==> src/sbc_pkg.sv <==
// Package of constants for the sense block sample and calibration control
package sbc_pkg;
  // ****************************************************************
  // Timing
  // ****************************************************************
  localparam int CLK_PERIOD_NS = 10;
  localparam int CAL_TIME_US = 288;
  localparam int CAL_CYCLES = (CAL_TIME_US * 1000) / CLK_PERIOD_NS;
  localparam int GT_BASE_NS = 500;
  localparam int GT_BASE_CYCLES = GT_BASE_NS / CLK_PERIOD_NS;
  localparam int DT_STEP_NS = 100;
  localparam int DT_STEP_CYCLES = DT_STEP_NS / CLK_PERIOD_NS;
  localparam int NONOVERLAP_NS = 50;
  localparam int NONOVERLAP_CYCLES = NONOVERLAP_NS / CLK_PERIOD_NS;
  localparam int CAL_SWITCH_NS = 1000;
  localparam int CAL_SWITCH_CYCLES = CAL_SWITCH_NS / CLK_PERIOD_NS;
  // ****************************************************************
  // Field codes
  // ****************************************************************
  localparam logic [2:0] MUX_THIRD_10K = 3'h4;
  localparam logic [2:0] MUX_THIRD_DIRECT = 3'h7;
  localparam logic [1:0] THIRD_GAIN_BEMF = 2'h0;
  localparam logic [2:0] AUTO_PHASE_MASK = 3'h6;
  localparam logic [2:0] AUTO_PHASE_CODE = 3'h0;
  localparam logic [2:0] RST_AMP_CAL = 3'h7;
  // Calibration states
  typedef enum logic [3:0] {
    SBC_IDLE = 4'h1,
    SBC_CONNECT = 4'h2,
    SBC_ZERO = 4'h4,
    SBC_RELEASE = 4'h8
  } sbc_cal_state_t;
endpackage : sbc_pkg

==> src/sbc_sense_ctrl.sv <==
// Sense block amplifier, sample-hold, calibration and dead-time control
`timescale 1ns/1ps
module sbc_sense_ctrl (
  input wire logic clk,
  input wire logic reset,
  input wire logic [2:0] high_side_input,
  input wire logic [2:0] low_side_input,
  input wire logic [2:0] high_side_on_flag,
  input wire logic [2:0] low_side_on_flag,
  input wire logic [2:0] gate_off,
  input wire logic sample_strobe_n,
  input wire logic adaptive_gap_disable,
  input wire logic pwm_input_mode,
  input wire logic [1:0] added_gap_time,
  input wire logic [1:0] transition_time_sel,
  input wire logic [2:0] amp_enable,
  input wire logic [5:0] amp_gain_sel,
  input wire logic [2:0] amp_sample_hold_en,
  input wire logic backemf_enable,
  input wire logic [1:0] backemf_gain_sel,
  input wire logic [2:0] floating_phase_sel,
  input wire logic [2:0] monitor_select,
  input wire logic [2:0] amp_cal_start,
  input wire logic third_amp_backemf_cal_start,
  input wire logic cal_to_shunt,
  input wire logic backemf_cal_connect,
  input wire logic [11:0] comparator_threshold,
  output logic [2:0] amp_active,
  output logic [11:0] amp_gain_onehot,
  output logic [2:0] amp_sample,
  output logic backemf_active,
  output logic [3:0] backemf_gain_onehot,
  output logic [2:0] sensed_phase,
  output logic backemf_sample,
  output logic third_to_monitor,
  output logic [2:0] comparator_active,
  output logic [2:0] input_switch_one,
  output logic [2:0] ground_switch_three,
  output logic [2:0] autozero,
  output logic backemf_autozero,
  output logic cal_busy,
  output logic [2:0] gap_cycles_high,
  output logic [2:0] gap_cycles_low,
  output logic [7:0] total_gap_cycles
);
  // ****************************************************************
  // Helpers
  // ****************************************************************
  // Two-bit field to one-hot gain setting
  function automatic logic [3:0] sbc_onehot(input logic [1:0] code);
    sbc_onehot = 4'h1 << code;
  endfunction : sbc_onehot

  // ****************************************************************
  // Enables and gains
  // ****************************************************************
  genvar i;
  generate
    for (i = 0; i < 3; i++)
    begin : g_amp
      // Calibration forces the amplifier on so auto-zero can run
      assign amp_active[i] = amp_enable[i] | autozero[i];
      assign amp_gain_onehot[4*i+3:4*i] = sbc_onehot(amp_gain_sel[2*i+1:2*i]);
      assign comparator_active[i] = |comparator_threshold[4*i+3:4*i];
    end
  endgenerate

  // Back-EMF path, its gain only meaningful with third gain at 00b
  assign backemf_active = backemf_enable;
  assign backemf_gain_onehot = (amp_gain_sel[5:4] == sbc_pkg::THIRD_GAIN_BEMF)
    ? sbc_onehot(backemf_gain_sel) : 4'h0;
  assign third_to_monitor = !backemf_enable &&
    (monitor_select == sbc_pkg::MUX_THIRD_10K ||
     monitor_select == sbc_pkg::MUX_THIRD_DIRECT);

  // ****************************************************************
  // Current amplifier sample-hold
  // ****************************************************************
  // Enabled amplifiers share the strobe, the third only with back-EMF off, so the currents align
  always_ff @(posedge clk or posedge reset)
  begin
    if (reset)
      amp_sample <= 3'h0;
    else
    begin
      amp_sample[1:0] <= amp_sample_hold_en[1:0] & {2{!sample_strobe_n}};
      // Third switch kept open when back-EMF shares its capacitor
      amp_sample[2] <= amp_sample_hold_en[2] & !sample_strobe_n
        & !backemf_enable;
    end
  end

  // ****************************************************************
  // Floating phase selection
  // ****************************************************************
  logic strobe_q;
  logic [2:0] auto_phase;
  logic [2:0] float_bits;
  assign float_bits = ~(high_side_input | low_side_input);

  always_ff @(posedge clk or posedge reset)
  begin
    if (reset)
      strobe_q <= 1'b1;
    else
      strobe_q <= sample_strobe_n;
  end

  // Capture the undriven phase on a strobe falling edge when some phase is undriven, else hold it
  always_ff @(posedge clk or posedge reset)
  begin
    if (reset)
      auto_phase <= 3'h1;
    else if (strobe_q && !sample_strobe_n && float_bits != 3'h0)
      auto_phase <= float_bits[0] ? 3'h1 :
        (float_bits[1] ? 3'h2 : 3'h4);
  end

  always_ff @(posedge clk or posedge reset)
  begin
    if (reset)
      sensed_phase <= 3'h1;
    else if (floating_phase_sel[2])
      sensed_phase <= (floating_phase_sel[1:0] == 2'h3) ? 3'h4 :
        3'(3'h1 << floating_phase_sel[1:0]);
    else
      sensed_phase <= auto_phase;
  end

  // ****************************************************************
  // Back-EMF sample switch timing
  // ****************************************************************
  logic [9:0] gt_count;
  logic gt_running;
  logic gt_done;
  logic [2:0] on_q;
  logic [2:0] off_q;
  logic [2:0] side_on;
  logic [9:0] gt_load;
  assign side_on = high_side_on_flag | low_side_on_flag;
  // 500 ns times 1,2,4,8
  assign gt_load = 10'(sbc_pkg::GT_BASE_CYCLES << transition_time_sel);

  always_ff @(posedge clk or posedge reset)
  begin
    if (reset)
    begin
      on_q <= 3'h0;
      off_q <= 3'h0;
    end
    else
    begin
      on_q <= side_on;
      off_q <= gate_off;
    end
  end

  // Delay starts when a side-on indication rises after an input edge
  always_ff @(posedge clk or posedge reset)
  begin
    if (reset)
    begin
      gt_count <= 10'h000;
      gt_running <= 1'b0;
      gt_done <= 1'b0;
    end
    else if ((side_on & ~on_q) != 3'h0)
    begin
      gt_count <= gt_load;
      gt_running <= 1'b1;
      gt_done <= 1'b0;
    end
    else if ((off_q & ~gate_off) != 3'h0)
    begin
      gt_running <= 1'b0;
      gt_done <= 1'b0;
    end
    else if (gt_running)
    begin
      gt_count <= gt_count - 10'h001;
      if (gt_count == 10'h001)
      begin
        gt_running <= 1'b0;
        gt_done <= 1'b1;
      end
    end
  end

  // Strobe and enable gate the switch; host may delay beyond gt_done
  assign backemf_sample = gt_done && backemf_enable
    && !sample_strobe_n && !cal_busy;

  // ****************************************************************
  // Offset calibration sequencer
  // ****************************************************************
  sbc_pkg::sbc_cal_state_t state;
  logic [2:0] pending;
  logic pending_bemf;
  logic [2:0] current;
  logic bemf_run;
  logic [15:0] cal_count;
  logic start_q;
  logic [2:0] cal_q;
  assign cal_busy = (state != sbc_pkg::SBC_IDLE);

  // Requests are latched; a rising start bit is never lost while busy
  always_ff @(posedge clk or posedge reset)
  begin
    if (reset)
    begin
      pending <= sbc_pkg::RST_AMP_CAL;
      pending_bemf <= 1'b0;
      cal_q <= 3'h0;
      start_q <= 1'b0;
    end
    else
    begin
      cal_q <= amp_cal_start;
      start_q <= third_amp_backemf_cal_start;
      pending <= (pending & ~((state == sbc_pkg::SBC_IDLE &&
        !pending_bemf) ? (pending & -pending) : 3'h0))
        | (amp_cal_start & ~cal_q);
      pending_bemf <= (pending_bemf && state != sbc_pkg::SBC_IDLE)
        | (third_amp_backemf_cal_start & !start_q & backemf_enable);
    end
  end

  always_ff @(posedge clk or posedge reset)
  begin
    if (reset)
    begin
      state <= sbc_pkg::SBC_IDLE;
      current <= 3'h0;
      bemf_run <= 1'b0;
      cal_count <= 16'h0000;
    end
    else
    begin
      unique case (state)
        sbc_pkg::SBC_IDLE:
        begin
          cal_count <= 16'(sbc_pkg::CAL_SWITCH_CYCLES);
          if (pending_bemf)
          begin
            bemf_run <= 1'b1;
            current <= 3'h0;
            state <= sbc_pkg::SBC_CONNECT;
          end
          else if (pending != 3'h0)
          begin
            bemf_run <= 1'b0;
            current <= pending & -pending;
            state <= sbc_pkg::SBC_CONNECT;
          end
        end
        sbc_pkg::SBC_CONNECT:
        begin
          cal_count <= cal_count - 16'h0001;
          if (cal_count == 16'h0001)
          begin
            cal_count <= 16'(sbc_pkg::CAL_CYCLES);
            state <= sbc_pkg::SBC_ZERO;
          end
        end
        sbc_pkg::SBC_ZERO:
        begin
          cal_count <= cal_count - 16'h0001;
          if (cal_count == 16'h0001)
            state <= sbc_pkg::SBC_RELEASE;
        end
        sbc_pkg::SBC_RELEASE:
        begin
          current <= 3'h0;
          bemf_run <= 1'b0;
          state <= sbc_pkg::SBC_IDLE;
        end
      endcase
    end
  end

  // Switch matrix: the calibrating input is grounded unless calibrating against the shunt
  always_comb
  begin
    input_switch_one = 3'h7;
    ground_switch_three = 3'h0;
    if (cal_busy && !bemf_run && !cal_to_shunt)
    begin
      input_switch_one = ~current;
      ground_switch_three = current;
    end
    // with cal_to_shunt set, switches one stay closed
  end

  // Auto-zero runs only after the inputs have settled
  assign autozero = (state == sbc_pkg::SBC_ZERO && !bemf_run)
    ? current : 3'h0;
  assign backemf_autozero = (state == sbc_pkg::SBC_ZERO) && bemf_run;

  // ****************************************************************
  // Dead-time composition
  // ****************************************************************
  logic [2:0] hi_q;
  logic [2:0] lo_q;
  logic [7:0] added;
  assign added = 8'(sbc_pkg::DT_STEP_CYCLES) << added_gap_time;

  // Flag each phase input falling edge with a one-cycle pulse
  always_ff @(posedge clk or posedge reset)
  begin
    if (reset)
    begin
      hi_q <= 3'h0;
      lo_q <= 3'h0;
      gap_cycles_high <= 3'h0;
      gap_cycles_low <= 3'h0;
    end
    else
    begin
      hi_q <= high_side_input;
      lo_q <= low_side_input;
      gap_cycles_high <= hi_q & ~high_side_input;
      gap_cycles_low <= lo_q & ~low_side_input;
    end
  end

  // Adaptive off: non-overlap plus added gap; PWM mode inserts the added gap only
  always_ff @(posedge clk or posedge reset)
  begin
    if (reset)
      total_gap_cycles <= 8'h00;
    else if (pwm_input_mode)
      total_gap_cycles <= added;
    else if (adaptive_gap_disable)
      total_gap_cycles <= added
        + 8'(sbc_pkg::NONOVERLAP_CYCLES);
    else
      total_gap_cycles <= added;
  end

  // ****************************************************************
  // Checks
  // ****************************************************************
  third_sh_open_a: assert property (@(posedge clk) disable iff (reset)
    backemf_enable |=> !amp_sample[2]) else $error("third switch closed");
  strobe_open_a: assert property (@(posedge clk) disable iff (reset)
    sample_strobe_n |-> !backemf_sample) else $error("bemf switch on");
  bemf_gate_a: assert property (@(posedge clk) disable iff (reset)
    backemf_sample |-> $past(gt_done) || gt_done) else $error("early");
  amp_sample_a: assert property (@(posedge clk) disable iff (reset)
    (amp_sample_hold_en[0] && !sample_strobe_n) |=> amp_sample[0])
    else $error("no sample");
  direct_phase_a: assert property (@(posedge clk) disable iff (reset)
    (floating_phase_sel == 3'h5) |=> sensed_phase == 3'h2)
    else $error("phase wrong");
  cal_len_a: assert property (@(posedge clk) disable iff (reset)
    $rose(state == sbc_pkg::SBC_ZERO) |-> ##1 (state == sbc_pkg::SBC_ZERO)[*8])
    else $error("cal short");
  pwm_gap_a: assert property (@(posedge clk) disable iff (reset)
    pwm_input_mode |=> total_gap_cycles == $past(added))
    else $error("pwm gap");
  cmp_off_a: assert property (@(posedge clk) disable iff (reset)
    comparator_threshold[3:0] == 4'h0 |-> !comparator_active[0])
    else $error("cmp on");
endmodule : sbc_sense_ctrl

==> config.mk <==
export PLATFORM = sky130hd
export DESIGN_NAME = sbc_sense_ctrl
export DESIGN_NICKNAME = d
export VERILOG_FILES = /design/src/sbc_pkg.sv /design/src/sbc_sense_ctrl.sv
export SDC_FILE = /design/constraint.sdc
export NUM_CORES = 1
export LEC_CHECK = 0
export ABC_AREA = 1
export ABC_CLOCK_PERIOD_IN_PS = 3050
export CORE_MARGIN = 4
export CORE_UTILIZATION = 60
export CTS_CLUSTER_DIAMETER = 100
export DETAILED_ROUTE_END_ITERATION = 12
export DONT_BUFFER_PORTS = 1
export PLACE_DENSITY = 0.76
export SYNTH_ARGS = -nofsm -noshare
export SYNTH_HDL_FRONTEND = slang
export SYNTH_SLANG_ARGS = --single-unit
==> constraint.sdc <==
create_clock -name clk -period 3.05 [get_ports clk]
set_clock_uncertainty 0.05 [all_clocks]
set_input_delay 0.61 -clock clk [delete_from_list [all_inputs] [get_ports clk]]
set_output_delay 0.61 -clock clk [all_outputs]
set_load 0.005 [all_outputs]
==> impl_results.md <==
* Status: complete, no violations
* Pin count of the biggest net entering global routing at 29
* Syn nets at approximately 570
* Post-Synthesis Cells at around 500
* Max cap viols at 0
* PostCTS Resize Cnt at 0
* Switching pwr at between 600 and 700 uW
* Die Area at 8014 um2
* Post-DP HPWL at 5867 um
* CORE AREA at about 6400 um2
* Yosys top cell by area: dfrtp_1
* Max-slew violation count at 0
* Initial core utilization at 62.44%
* Critical Path Source Type: flip-flop
* Worst Tran Pin Value at roughly 0.5 ns
* # diodes at 0
* Clock Tree Root: clkbuf_8
* Post-Place Setup Slack at around 1.2 ns
* Vias/cell at between 5 and 6
* DRT iter0 DRCs at between 200 and 250
* CP Capture Type: output pin
* Global route overflow at 0
* Post-CTS setup buffer count at 0
* CTS buffer count at 9
* Asr flop ratio synth at 100.0%
* Via Count at 3097
* EDFF count, synth at 0
* H-Tree Depth at 3
* Switching share of total power at between 20% and 30%
* PwrDens at approximately 540 nW/um2
* Clk Latency, worst-skew pair at between 0.3 and 0.4 ns
* Critical path peak fanout at 8
* DR pass1 iterations at 7
* GRT Util Overall at 20.62%
* Met1 Use GR at between 20% and 30%
* I/O Buffers at 0
* Fin crit period at between 2 and 2.5 ns
* Endpoints failing setup at 0
* WL final at roughly 7700 um
* Sequential share of the synthesized area at 50.42%
* Top_reg_cell synth: dfrtp_1
* Slew headroom at around two thirds
* Cell variety after synth at 36
* Setup TNS Final at 0 ns
* Synthesis-to-layout area growth at 7.280%
* WP data required at approximately 2.4 ns
* Io pins at around 120
* Gate power share at 12.5%
* Avg Inst Size Synth at 7.959 um2
* Hold_buf cts at 0
* Met3 GRT Util at around 5.4%
* Post-route antenna net violation count at 0
* DRC at 0
* Synth cell count leaders: 128 x nand2_1, 82 x nor2_1, 79 x inv_1
* Ranking of synthesized cells by area: dfrtp_1 46%, nand2_1 12%, nor2_1 7.7%
* # fillers at between 500 and 600
* DR WL/cell at around 13 um
* CTS tree: built
* PnR worst setup slack at ~0.79 ns
* Initial antenna violation count at 0
* Share of layout cells above drive strength 1 at 9.302%
* Layout net count at ~580
* Clock share of power at a little over a third
* Area share of the largest cell type after synthesis at a little under half
* Most common cell in the netlist: nand2_1
* Final-report hold violation count at 0
* P_leak at 2.235 nW
* Chip width at about 90 um
* Flop and latch count out of synthesis at 80
* GPL Wtd Cong at between 0.9 and 1
* Vias in the first global route at around 3100
* Grt peak-use layer: met2
* Yosys warns at 0
* Type of the tightest min-delay check: in -> async
* Worst Path Arrival at 1.60 ns
* Critical path class: reg -> out
* RSZ-0062 raised after global routing: no
* Final period util at approximately 74%
* Peak supply drop at about 0.47 mV
* First-pass GRT wire length at about 13000 um
* GR Util met2 at between 30% and 40%
* Share of power burned in registers at a little over half
* FMAX at around 440 MHz
* Cell row count at 29
* Die H at about 90 um
* Clk slew on worst S/H paths at around 0.09 ns
* Synth Cell Area at between 3000 and 4000 um2
* CTS sink count at 80
* P_int at 1.632 mW
* Clk buf depth at 2
-- registers in the layout, summed over array words and instances, names as in the netlist, 3 cells and up --
name,count
gap_cycles_low,3
total_gap_cycles,8
auto_phase,3
current,3
pending,3
cal_q,3
on_q,3
off_q,3
sensed_phase,3
gap_cycles_high,3
hi_q,3
gt_count,10
cal_count,16
lo_q,3
state,4
amp_sample,3
-- path summary, 6_finish.rpt --
kind / start / to / slack (ns) / cells after the start
setup / recovery: state[2]$_DFFE_PP0P_ / backemf_sample / 0.79 / 3
hold / removal: reset / total_gap_cycles[7]$_DFF_PP0_ / 0.08 / 1
max in group asynchronous: reset / pending[2]$_DFF_PP1_ / 2.13 / 2
setup reg to reg: cal_count[12]$_DFFE_PP0P_ / cal_count[15]$_DFFE_PP0P_ / 1.48 / 8
min in group clk: sample_strobe_n / strobe_q$_DFF_PP1_ / 0.20 / 0
hold reg to reg: cal_q[0]$_DFF_PP0_ / pending[0]$_DFF_PP1_ / 0.35 / 1
-- area by class of cell --
| type | count | area (um2) | share of cell area (%) |
|---|---|---|---|
| Timing Repair Buffer | 2 | 15.01 | 0.3510 |
| Clock buffer | 10 | 127.6 | 2.983 |
| Inverter | 83 | 312.8 | 7.312 |
| Multi-Input combinational cell | 335 | 1639 | 38.32 |
| Clock inverter | 6 | 76.32 | 1.784 |
| Tap cell | 77 | 96.34 | 2.252 |
| Sequential cell | 80 | 2011 | 47.00 |
-- layer usage --
metal | vias up | routed length (um)
li1 | 1556 | -
met1 | 1410 | 3257
met2 | 110 | 3711
met3 | 21 | 546
met4 | 0 | 207
met5 | - | 0
-- worst max-delay path, stage by stage, from the launching register on --
cell and delay [ns]:
dfrtp_1 0.43, nor2_2 0.18, nand3_4 0.19, nor4_1 0.43
-- through the flow --
step | util (%) | power [mW] | hold WS, ns | instance area [um2] | std cells
global route | 66.99 | 2.412 | 0.1044 | 4278 | 593
CTS | 66.99 | 2.303 | 0.08745 | 4278 | 593
finish | 66.99 | 2.293 | 0.07652 | 4278 | 593
floorplan | - | 1.434 | 0.3162 | 3988 | 501
detailed placement | 63.79 | 1.500 | 0.3342 | 4074 | 577
global placement | 63.79 | 1.488 | 0.3245 | 4074 | 577
-- power groups by stage --
stage               Sequential, mW  Clock [mW]  Combinational [mW]
floorplan                     1.20           0               0.232
global placement              1.22           0               0.271
detailed placement            1.22           0               0.284
CTS                           1.20       0.817               0.287
global route                  1.21       0.866               0.336
finish                        1.20       0.806               0.287
-- placed cells by master, fill, tap and decap left out, drive strengths merged, types with 6 or more instances in the layout --
cell type / count
nand2: 133
nor2: 89
inv: 85
dfrtp: 73
nand3: 36
o21ai: 25
clkbuf: 10
ha: 8
dfstp: 7
nor3: 6
-- cell families (layout without fill, tap and decap cells) --
logic type      Yosys count  in the layout  synth area share, %
simple gates            278            278                31.06
buf+inv                  86            101                8.472
flops                    80             80                50.42
compound gates           38             38                5.240
xor+xnor                 10             10                2.196
fa+ha+maj                 8              8                2.510
other cells               1              1              0.09404
Note: power is estimated with default switching activity, not from simulation.
